`config.mk`:
```
export PLATFORM = sky130hd
export DESIGN_NAME = scss_clock_select
export DESIGN_NICKNAME = d
export VERILOG_FILES = /design/src/scss_pkg.sv /design/src/scss_clock_select.sv /design/src/scss_tick_sync.sv
export SDC_FILE = /design/constraint.sdc
export NUM_CORES = 1
export LEC_CHECK = 0
export ABC_AREA = 1
export BUFFER_PORTS_ARGS = -buffer_cell sky130_fd_sc_hd__buf_4
export CAP_MARGIN = 20
export CORE_ASPECT_RATIO = 0.5
export CORE_MARGIN = 3
export CORE_UTILIZATION = 54
export CTS_BUF_LIST = sky130_fd_sc_hd__clkbuf_16
export DETAILED_ROUTE_END_ITERATION = 8
export PLACE_DENSITY = 0.8
export SKIP_LAST_GASP = 1
export SLEW_MARGIN = 25
export SYNTH_ARGS = -nofsm -noshare
export SYNTH_HDL_FRONTEND = slang
export SYNTH_SLANG_ARGS = --single-unit
```
`constraint.sdc`:
```
create_clock -name hclk -period 2.1 [get_ports hclk]
set_input_delay 0.21 -clock hclk [delete_from_list [all_inputs] [get_ports hclk]]
set_output_delay 0.21 -clock hclk [all_outputs]
set_load 0.1 [all_outputs]
```
`src/scss_pkg.sv`:
```
// Package for the system clock source select block: register map,
// field positions, reset values, start-up counts and FSM states.
// Assumes a 10 MHz hclk and oscillator pins sampled as ticks.
package scss_pkg;

  // ****************************************************************
  // Register byte offsets
  // ****************************************************************
  localparam logic [7:0] SCSS_OFS_SYSCLK_CTRL = 8'h00;
  localparam logic [7:0] SCSS_OFS_FAST_RC_CTRL = 8'h04;
  localparam logic [7:0] SCSS_OFS_FAST_XTAL_CTRL = 8'h08;
  localparam logic [7:0] SCSS_OFS_SLOW_XTAL_CTRL = 8'h0c;
  localparam logic [7:0] SCSS_OFS_STATUS = 8'h10;

  // ****************************************************************
  // Field positions
  // ****************************************************************
  localparam int SCSS_SCC_DIV_LSB = 5;
  localparam int SCSS_SCC_FAST_SRC = 3;
  localparam int SCSS_SCC_SLOW_SRC = 2;
  localparam int SCSS_SCC_FAST_IDLE = 1;
  localparam int SCSS_SCC_SLOW_IDLE = 0;
  localparam int SCSS_FRC_FREQ_LSB = 2;
  localparam int SCSS_OSC_EN = 0;
  localparam int SCSS_OSC_STABLE = 1;
  localparam int SCSS_SXT_PIN_OSC = 2;

  // ****************************************************************
  // Reset values and codes
  // ****************************************************************
  localparam logic [7:0] SCSS_SCC_RST = 8'h00;
  localparam logic [1:0] SCSS_FRC_FREQ_RST = 2'h0;
  localparam logic SCSS_FRC_EN_RST = 1'b1;
  localparam logic [2:0] SCSS_DIV_SLOW = 3'h7;
  localparam logic [2:0] SCSS_DRAIN_LAST = 3'h3;

  // ****************************************************************
  // Start-up counts, in oscillator ticks
  // ****************************************************************
  localparam logic [10:0] SCSS_SLOW_XTAL_START = 11'h400;
  localparam logic [10:0] SCSS_FAST_XTAL_START = 11'h400;

  // Oscillator index in the tick vector
  localparam int SCSS_IX_FRC = 0;
  localparam int SCSS_IX_FXT = 1;
  localparam int SCSS_IX_SRC = 2;
  localparam int SCSS_IX_SXT = 3;

  typedef enum logic [1:0] {
    SCSS_RUN,
    SCSS_DRAIN,
    SCSS_SWAP
  } scss_state_t;

endpackage : scss_pkg

```
`src/scss_clock_select.sv`:
```
// System clock source select: picks fast and slow sources, divides the
// fast clock, switches glitch-free and gates clocks in halt.
// Assumes one hclk; every produced clock is a one-cycle enable pulse.
//
// Chosen here: the AHB-Lite register port and the register offsets.
`timescale 1ns/1ps
// Notes on behaviour
// - Fast clock comes from fast crystal or fast RC per fast source bit.
// - Slow clock comes from slow crystal or slow RC per slow source bit.
// - Three-bit select picks fast path or slow clock as system clock.
// - Fast clock also offered divided by 2, 4, 8, 16, 32 and 64.
// - Fast RC frequency is one of three options fixed at programming.
// - Slow crystal starts when its enable bit and its pin-share bit are both 1.
// - Slow RC gives a slow clock candidate with no external parts.
// - Halt gates off the system clock.
// - A clock independent of system clock keeps timers running in halt.
// - Pin-share bit gives slow crystal pins to oscillator or to I/O.
// - Fast RC selected leaves fast crystal pins free for I/O.
// - In slow mode the fast oscillator stops or runs per its enable bit.
// - Codes 0 to 6 divide fast clock by 1 to 64, code 7 is slow.
// - Fast source bit: 0 fast RC, 1 fast crystal.
// - Slow source bit: 0 slow RC, 1 slow crystal.
// - Switch takes four current ticks plus a target edge.
module scss_clock_select
  import scss_pkg::*;
(
  // Clock and reset
  input wire logic hclk,
  input wire logic hresetn,
  // AHB-Lite slave
  input wire logic hsel,
  input wire logic [7:0] haddr,
  input wire logic [1:0] htrans,
  input wire logic hwrite,
  input wire logic [2:0] hsize,
  input wire logic [31:0] hwdata,
  input wire logic hready,
  output logic hreadyout,
  output logic hresp,
  output logic [31:0] hrdata,
  // Oscillator pins
  input wire logic int_fast_rc_osc_in,
  input wire logic ext_fast_crystal_osc_in,
  input wire logic int_slow_rc_osc_in,
  input wire logic ext_slow_crystal_osc_in,
  input wire logic [1:0] fast_rc_opt,
  // Core status
  input wire logic cpu_halt,
  // Oscillator enables and trim
  output logic int_fast_rc_osc_en,
  output logic ext_fast_crystal_osc_en,
  output logic int_slow_rc_osc_en,
  output logic ext_slow_crystal_osc_en,
  output logic [1:0] fast_rc_freq_field,
  // Pin sharing
  output logic fast_crystal_pins_osc_sel,
  output logic slow_crystal_pins_osc_sel,
  // Clock enables
  output logic sysclk_en,
  output logic fast_periph_en,
  output logic slow_periph_en,
  output logic timer_tick
);

  // ****************************************************************
  // Oscillator tick synchronisers
  // ****************************************************************
  logic [3:0] osc_pin;
  logic [3:0] osc_tick;
  assign osc_pin = {ext_slow_crystal_osc_in, int_slow_rc_osc_in,
                    ext_fast_crystal_osc_in, int_fast_rc_osc_in};

  genvar gi;
  generate
    for (gi = 0; gi < 4; gi++) begin : g_sync
      scss_tick_sync u_sync (
        .hclk(hclk),
        .hresetn(hresetn),
        .osc_in(osc_pin[gi]),
        .tick(osc_tick[gi])
      );
    end
  endgenerate

  // ****************************************************************
  // Registers
  // ****************************************************************
  logic [7:0] scc_ff;
  logic [1:0] frc_freq_ff;
  logic frc_en_ff;
  logic fxt_en_ff;
  logic sxt_en_ff;
  logic sxt_pin_ff;
  logic [10:0] fxt_cnt_ff;
  logic [10:0] sxt_cnt_ff;
  logic [1:0] opt_s1_ff;
  logic [1:0] opt_s2_ff;
  logic [1:0] opt_ff;
  logic opt_done_ff;
  logic [1:0] opt_age_ff;
  logic [2:0] act_div_ff;
  logic act_fast_ff;
  logic act_slow_ff;
  logic [5:0] div_cnt_ff;
  logic [2:0] drain_ff;
  scss_state_t state_ff;
  scss_state_t nxt_state;
  logic wr_pend_ff;
  logic [7:0] addr_ff;

  // ****************************************************************
  // Bus decode
  // ****************************************************************
  wire addr_take = hsel & hready & htrans[1];
  wire wr_scc = wr_pend_ff & (addr_ff == SCSS_OFS_SYSCLK_CTRL);
  wire wr_frc = wr_pend_ff & (addr_ff == SCSS_OFS_FAST_RC_CTRL);
  wire wr_fxt = wr_pend_ff & (addr_ff == SCSS_OFS_FAST_XTAL_CTRL);
  wire wr_sxt = wr_pend_ff & (addr_ff == SCSS_OFS_SLOW_XTAL_CTRL);

  // Zero-wait slave; every access answers OKAY
  assign hreadyout = 1'b1;
  assign hresp = 1'b0;

  // Address phase capture; only whole-word writes are expected
  always_ff @(posedge hclk or negedge hresetn) begin
    if (!hresetn) begin
      wr_pend_ff <= 1'b0;
      addr_ff <= 8'h00;
    end else if (hready) begin
      wr_pend_ff <= addr_take & hwrite & (hsize == 3'h2);
      addr_ff <= haddr;
    end
  end

  // Software-written control bits
  always_ff @(posedge hclk or negedge hresetn) begin
    if (!hresetn) begin
      scc_ff <= SCSS_SCC_RST;
      frc_freq_ff <= SCSS_FRC_FREQ_RST;
      frc_en_ff <= SCSS_FRC_EN_RST;
      fxt_en_ff <= 1'b0;
      sxt_en_ff <= 1'b0;
      sxt_pin_ff <= 1'b0;
    end else begin
      if (wr_scc) scc_ff <= hwdata[7:0] & 8'hef;
      if (wr_frc) begin
        frc_freq_ff <= hwdata[SCSS_FRC_FREQ_LSB +: 2];
        frc_en_ff <= hwdata[SCSS_OSC_EN];
      end
      if (wr_fxt) fxt_en_ff <= hwdata[SCSS_OSC_EN];
      if (wr_sxt) begin
        sxt_en_ff <= hwdata[SCSS_OSC_EN];
        sxt_pin_ff <= hwdata[SCSS_SXT_PIN_OSC];
      end
    end
  end

  // Requested selection fields
  wire [2:0] req_div = scc_ff[SCSS_SCC_DIV_LSB +: 3];
  wire req_fast = scc_ff[SCSS_SCC_FAST_SRC];
  wire req_slow = scc_ff[SCSS_SCC_SLOW_SRC];
  wire fast_idle_en = scc_ff[SCSS_SCC_FAST_IDLE];
  wire slow_idle_en = scc_ff[SCSS_SCC_SLOW_IDLE];

  // ****************************************************************
  // Frequency option strap
  // ****************************************************************
  // Strap caught once after release, never loaded by the reset itself
  always_ff @(posedge hclk or negedge hresetn) begin
    if (!hresetn) begin
      opt_s1_ff <= 2'h0;
      opt_s2_ff <= 2'h0;
      opt_ff <= 2'h0;
      opt_done_ff <= 1'b0;
      opt_age_ff <= 2'h0;
    end else begin
      opt_s1_ff <= fast_rc_opt;
      opt_s2_ff <= opt_s1_ff;
      if (opt_age_ff != 2'h3) opt_age_ff <= opt_age_ff + 2'h1;
      // Second flop holds the strap from the second edge on; caught on the third
      if (opt_age_ff == 2'h2) begin
        opt_ff <= opt_s2_ff;
        opt_done_ff <= 1'b1;
      end
    end
  end

  // Trim follows software; a mismatch only costs accuracy
  assign fast_rc_freq_field = frc_freq_ff;
  wire frc_mismatch = opt_done_ff & (opt_ff != frc_freq_ff);

  // ****************************************************************
  // Oscillator enables and crystal start-up
  // ****************************************************************
  wire awake_fast = ~cpu_halt | fast_idle_en;
  wire awake_slow = ~cpu_halt | slow_idle_en;
  wire act_on_fast = (act_div_ff != SCSS_DIV_SLOW);
  wire req_on_fast = (req_div != SCSS_DIV_SLOW);
  wire frc_used = (act_on_fast & ~act_fast_ff) | (req_on_fast & ~req_fast);
  wire fxt_used = act_on_fast & act_fast_ff;

  // Fast oscillator in slow mode runs only if its enable bit says so
  assign int_fast_rc_osc_en = awake_fast & (frc_used | frc_en_ff);
  assign ext_fast_crystal_osc_en = awake_fast & (fxt_used | fxt_en_ff);
  assign int_slow_rc_osc_en = 1'b1;
  assign ext_slow_crystal_osc_en = sxt_en_ff & sxt_pin_ff;

  // Fast pins go to the oscillator only when it is used or requested; slow pins follow the pin-share bit
  assign slow_crystal_pins_osc_sel = sxt_pin_ff;
  assign fast_crystal_pins_osc_sel = fxt_used | (req_on_fast & req_fast);

  wire fxt_ok = (fxt_cnt_ff == SCSS_FAST_XTAL_START);
  wire sxt_ok = (sxt_cnt_ff == SCSS_SLOW_XTAL_START);

  // Start-up counters restart whenever the crystal is switched off
  always_ff @(posedge hclk or negedge hresetn) begin
    if (!hresetn) begin
      fxt_cnt_ff <= 11'h000;
      sxt_cnt_ff <= 11'h000;
    end else begin
      if (!ext_fast_crystal_osc_en) fxt_cnt_ff <= 11'h000;
      else if (osc_tick[SCSS_IX_FXT] && !fxt_ok) fxt_cnt_ff <= fxt_cnt_ff + 11'h001;
      if (!ext_slow_crystal_osc_en) sxt_cnt_ff <= 11'h000;
      else if (osc_tick[SCSS_IX_SXT] && !sxt_ok) sxt_cnt_ff <= sxt_cnt_ff + 11'h001;
    end
  end

  // ****************************************************************
  // Source muxes and divider
  // ****************************************************************
  wire fast_tick = act_fast_ff ? osc_tick[SCSS_IX_FXT] : osc_tick[SCSS_IX_FRC];
  wire slow_tick = act_slow_ff ? osc_tick[SCSS_IX_SXT] : osc_tick[SCSS_IX_SRC];
  wire [5:0] div_mask = ~(6'h3f << act_div_ff);
  wire div_hit = &(div_cnt_ff | ~div_mask);
  wire cur_tick = act_on_fast ? fast_tick : slow_tick;
  wire sys_tick = act_on_fast ? (fast_tick & div_hit) : slow_tick;

  // Target edge taken from the requested source, undivided
  wire tgt_fast = req_fast ? osc_tick[SCSS_IX_FXT] : osc_tick[SCSS_IX_FRC];
  wire tgt_slow = req_slow ? osc_tick[SCSS_IX_SXT] : osc_tick[SCSS_IX_SRC];
  wire tgt_tick = req_on_fast ? tgt_fast : tgt_slow;

  // A crystal target waits for its start-up count
  wire tgt_ok = req_on_fast ? (~req_fast | fxt_ok) : (~req_slow | sxt_ok);
  wire pending = {req_div, req_fast, req_slow} != {act_div_ff, act_fast_ff, act_slow_ff};

  // ****************************************************************
  // Switch state machine
  // ****************************************************************
  always_comb begin
    nxt_state = state_ff;
    unique case (state_ff)
      SCSS_RUN: begin
        if (pending && tgt_ok) nxt_state = SCSS_DRAIN;
      end
      SCSS_DRAIN: begin
        if (!pending) nxt_state = SCSS_RUN;
        else if (cur_tick && drain_ff == SCSS_DRAIN_LAST) nxt_state = SCSS_SWAP;
      end
      SCSS_SWAP: begin
        if (!pending || !tgt_ok) nxt_state = SCSS_RUN;
        else if (tgt_tick) nxt_state = SCSS_RUN;
      end
    endcase
  end

  // Active selection changes only on a target edge, so no runt pulse
  always_ff @(posedge hclk or negedge hresetn) begin
    if (!hresetn) begin
      state_ff <= SCSS_RUN;
      drain_ff <= 3'h0;
      act_div_ff <= SCSS_SCC_RST[SCSS_SCC_DIV_LSB +: 3];
      act_fast_ff <= SCSS_SCC_RST[SCSS_SCC_FAST_SRC];
      act_slow_ff <= SCSS_SCC_RST[SCSS_SCC_SLOW_SRC];
      div_cnt_ff <= 6'h00;
    end else begin
      state_ff <= nxt_state;
      if (state_ff != SCSS_DRAIN) drain_ff <= 3'h0;
      else if (cur_tick) drain_ff <= drain_ff + 3'h1;
      if (state_ff == SCSS_SWAP && pending && tgt_ok && tgt_tick) begin
        act_div_ff <= req_div;
        act_fast_ff <= req_fast;
        act_slow_ff <= req_slow;
        div_cnt_ff <= 6'h00;
      end else if (fast_tick) begin
        div_cnt_ff <= div_cnt_ff + 6'h01;
      end
    end
  end

  // ****************************************************************
  // Clock enable outputs
  // ****************************************************************
  // Swap window is held quiet; halt stops the core clock
  assign sysclk_en = sys_tick & (state_ff != SCSS_SWAP) & ~cpu_halt;
  assign fast_periph_en = fast_tick & awake_fast & (act_on_fast | frc_en_ff | fxt_en_ff);
  assign slow_periph_en = slow_tick & awake_slow;
  assign timer_tick = osc_tick[SCSS_IX_SRC];

  // ****************************************************************
  // Read mux
  // ****************************************************************
  wire [31:0] rd_scc = {24'h0, scc_ff};
  wire [31:0] rd_frc = {28'h0, frc_freq_ff, 1'b1, frc_en_ff};
  wire [31:0] rd_fxt = {30'h0, fxt_ok, fxt_en_ff};
  wire [31:0] rd_sxt = {29'h0, sxt_pin_ff, sxt_ok, sxt_en_ff};
  wire [31:0] rd_sts = {22'h0, opt_ff, frc_mismatch, cpu_halt, state_ff != SCSS_RUN,
                        act_slow_ff, act_fast_ff, act_div_ff};

  // Unmapped offsets read as zero
  always_comb begin
    unique case (addr_ff)
      SCSS_OFS_SYSCLK_CTRL: hrdata = rd_scc;
      SCSS_OFS_FAST_RC_CTRL: hrdata = rd_frc;
      SCSS_OFS_FAST_XTAL_CTRL: hrdata = rd_fxt;
      SCSS_OFS_SLOW_XTAL_CTRL: hrdata = rd_sxt;
      SCSS_OFS_STATUS: hrdata = rd_sts;
      default: hrdata = 32'h0;
    endcase
  end
endmodule : scss_clock_select

```
`src/scss_tick_sync.sv`:
```
// Two-flop synchroniser plus rising-edge detector for one oscillator pin.
// Assumes the pin toggles much slower than hclk.
`timescale 1ns/1ps
module scss_tick_sync (
  // Clock and reset
  input wire logic hclk,
  input wire logic hresetn,
  // Pin in, tick out
  input wire logic osc_in,
  output logic tick
);

  logic s1_ff;
  logic s2_ff;
  logic s3_ff;

  // ****************************************************************
  // Synchroniser; first flop feeds only the second
  // ****************************************************************
  always_ff @(posedge hclk or negedge hresetn) begin
    if (!hresetn) begin
      s1_ff <= 1'b0;
      s2_ff <= 1'b0;
      s3_ff <= 1'b0;
    end else begin
      s1_ff <= osc_in;
      s2_ff <= s1_ff;
      s3_ff <= s2_ff;
    end
  end

  // One pulse per oscillator rising edge
  assign tick = s2_ff & ~s3_ff;

endmodule : scss_tick_sync

```
==> results.cfg <==
[setup_path]
cp_data_required_time_ns = 1.89
worst-path-buf-inv = 2
worst_path_max_delay_cell = dfrtp_1
cp_max_fo = 4
end_kind = output pin
slowest_delay_ns = 0.40
crit_chain = nor2_4 -> nand2_2 -> nor2_4 -> buf_4 -> nand3_2 -> o22ai_1 -> buf_4
critPathKind = reg2out
crit_path_start_kind = flop
worstPathArrival_ns = 1.93
cp_top_family = simple AND/OR/NAND/NOR gates

[logic_synthesis]
avgSynthCellArea_um2 = 8.51
ys_ff_latch = 81
synth_warnings = 0
synth_seq_area_share_pct = 45.3
synthFlopType = dfrtp_1
yosysTopAreaCellShare_pct = 44.7
synthCells = 526
synth_commonest_cells = 104 x nand2_1, 80 x dfrtp_1, 68 x inv_1, 39 x nor2_1, 30 x o21ai_0
ys_async_sr_fraction_pct = 100
yosysTopAreaCell = dfrtp_1
synth_edf_count = 0
synth_cell_type_count = 44
synth_area_mm2 = 0.00448
yosys-top-cells-area = dfrtp_1 45%, nand2_1 8.7%, inv_1 5.7%, buf_4 4.4%, ha_1 3.4%
yosysMostFrequentCell = nand2_1

[sta]
setup_viol = 2
worst_slack_ns = -0.0383
maxSlewViolCount = 0
fmax_ghz = 0.468
clock-skew-final_ns = 0.00638
post-route-period-util_pct = 102
rsz0062_at_grt = yes
min_period_ns = 2.14
finalHoldViolCount = 0

[detailed_routing]
dr.first_iter.drc_count = 315
via_count = 3819
drt_wl_total_um = 10500
antenna_left = 0
detail_route.wl_per_cell_um = 14.6
drc = 0
firstDrtPassIters = 5
via_per_inst = 5.30

[clock_tree]
max-clock-path-buffers = 2
cts.htree.levels = 3
clk_transition_reported_paths_ns = 0.06
worstSkewPairLatency_ns = 0.35
cts_tree = done
cts.sink_count = 81
cts_inserted_buffers = 9
cts-root-buf = clkbuf_16

[run_status]
failed_checks = negative setup slack
outcome = complete, but fails checks

[final_layout]
area_growth_syn_to_layout_pct = 24.6
layout-drive-gt1-share_pct = 26.1
seqCellArea_mm2 = 0.00203
multi_input_area_mm2 = 0.00213
fin_nets = 676
num_antenna_cells = 0
fillers = 545
fin_area_mm2 = 0.00558

[floorplan]
rows = 22
chipWidth_um = 135
die_y_um = 70.4
start_util_pct = 58.3
ioPinCount = 103
die_area_mm2 = 0.00948
coreArea_mm2 = 0.00768

[global_route]
grt-ovfl-total = 0
grt_pass1_wl_um = 16000
grt_usage_pct = 21.5
antenna_found_initial = 0
grt_max_degree = 45
grt_pass1_vias = 3406

[placement]
dp_slack_ns = 0.210
dp_hpwl_um = 6710
place.gp.congestion = 0.877
numPortBuffers = 51
place_area_mm2 = 0.00493

[worst_hold_path]
hold_path.class = in2reg

[run]
max_cap_violations = 0

[pwr]
irDropWorstVdd_uv = 638
leakage_nw = 2.65
cellPowerDensity_mw_per_mm2 = 920
==> stage by stage <==
stage	instances	setup TNS, ns	utilization [%]	power [mW]	hold slack (ns)
6_report	720	-0.0484	72.6	5.13	0.0532
5_1_grt	720	-0.622	72.6	5.39	0.0438
4_1_cts	705	-0.0111	70.1	5.03	0.0454
3_5_place_dp	681	0	64.2	3.23	0.208
3_3_place_gp	681	0	64.2	3.19	0.210
2_1_floorplan	549	-2.05	-	2.97	-0.0856
==> power breakdown <==
part	internal [mW]	switching, mW	total, mW
sequential	1.76	0.212	1.97
combinational	0.461	0.940	1.40
clock	1.07	0.692	1.76
total	3.28	1.84	5.13
==> kinds of logic (layout without fill, tap and decap cells) <==
| logic type | count (synthesis) | after routing | synth area share [%] |
|---|---|---|---|
| AND/OR/NAND/NOR | 225 | 226 | 25.6 |
| other | 2 | 25 | 0.168 |
| XOR/XNOR | 14 | 14 | 2.74 |
| AO/OA/AOI/OAI | 83 | 83 | 10.4 |
| buffers and inverters | 105 | 167 | 11.3 |
| adder cells (fa/ha/maj) | 12 | 12 | 3.35 |
| flip-flops | 81 | 81 | 45.3 |
| multiplexers | 4 | 4 | 1.09 |
==> worst register-to-register path, stage by stage (launching register included) <==
cell and delay, ns:
dfrtp_1 0.40, inv_1 0.09, ha_1 0.16, inv_1 0.05
nor2_2 0.11, nand3_2 0.11, o21ai_0 0.32, nand3_2 0.17
nor3_4 0.26, nor2_1 0.08
==> sequential cells by signal (all words and copies together) (netlist names), 3 cells and up <==
name,count
g_sync.u_sync.s3_ff,4
fxt_cnt_ff,11
g_sync.u_sync.s1_ff,4
drain_ff,3
g_sync.u_sync.s2_ff,4
addr_ff,8
div_cnt_ff,6
scc_ff,7
act_div_ff,3
sxt_cnt_ff,11
==> layer usage <==
metal	wire (µm)	part of all wire, %	GRT usage [%]	vias up
met2	5170	49	34.1	148
met4	205	1.9	7.11	0
met5	0	0	0	-
met3	616	5.9	6.83	20
met1	4520	43	28.2	1826
li1	-	-	-	1825
==> cell type report <==
type	instances	share of cell area, %
clock inverter	7	1.95
sequential	81	36.5
timing repair buffer	76	11.9
clock buffer	9	4.04
inverter	75	5.12
tap	108	2.42
multi-input combinational	364	38.1
==> cell usage in the layout (no fill, tap or decap), drive strengths merged, types with 3 or more instances in the layout <==
master,count
nor3,11
nor2,54
o31ai,3
nand4,14
xnor2,8
buf,69
nand2,109
inv,78
xor2,6
ha,12
clkbuf,9
o22ai,4
dlygate4sd3,7
o21ai,41
dfrtp,80
conb,25
mux2,4
nand3,36
a21oi,25
==> final timing paths <==
path	from	end	slack, ns	cells past startpoint
worst max register to register	sxt_cnt_ff[1]	div_cnt_ff[4]	0.25	9
min in group asynchronous	hresetn	sxt_cnt_ff[0]	0.37	2
worst min register to register	opt_s1_ff[1]	opt_s2_ff[1]	0.35	0
worst min-delay path	hsize[2]	wr_pend_ff	0.05	2
max in group asynchronous	hresetn	frc_en_ff	1.07	3
worst max-delay path	addr_ff[1]	hrdata[5]	-0.04	7
==> repair_timing <==
| action | CTS | global route |
|---|---|---|
| hold buffers | 7 | 0 |
| gates resized for setup | 14 | 28 |
| cloned | 0 | 1 |
| setup endpoints to repair | 6 | 6 |
| setup buffers | 1 | 14 |
| endpoints found under the hold margin | 43 | 0 |
| pin swaps | 2 | 8 |
(Power assumes the default switching activity.)
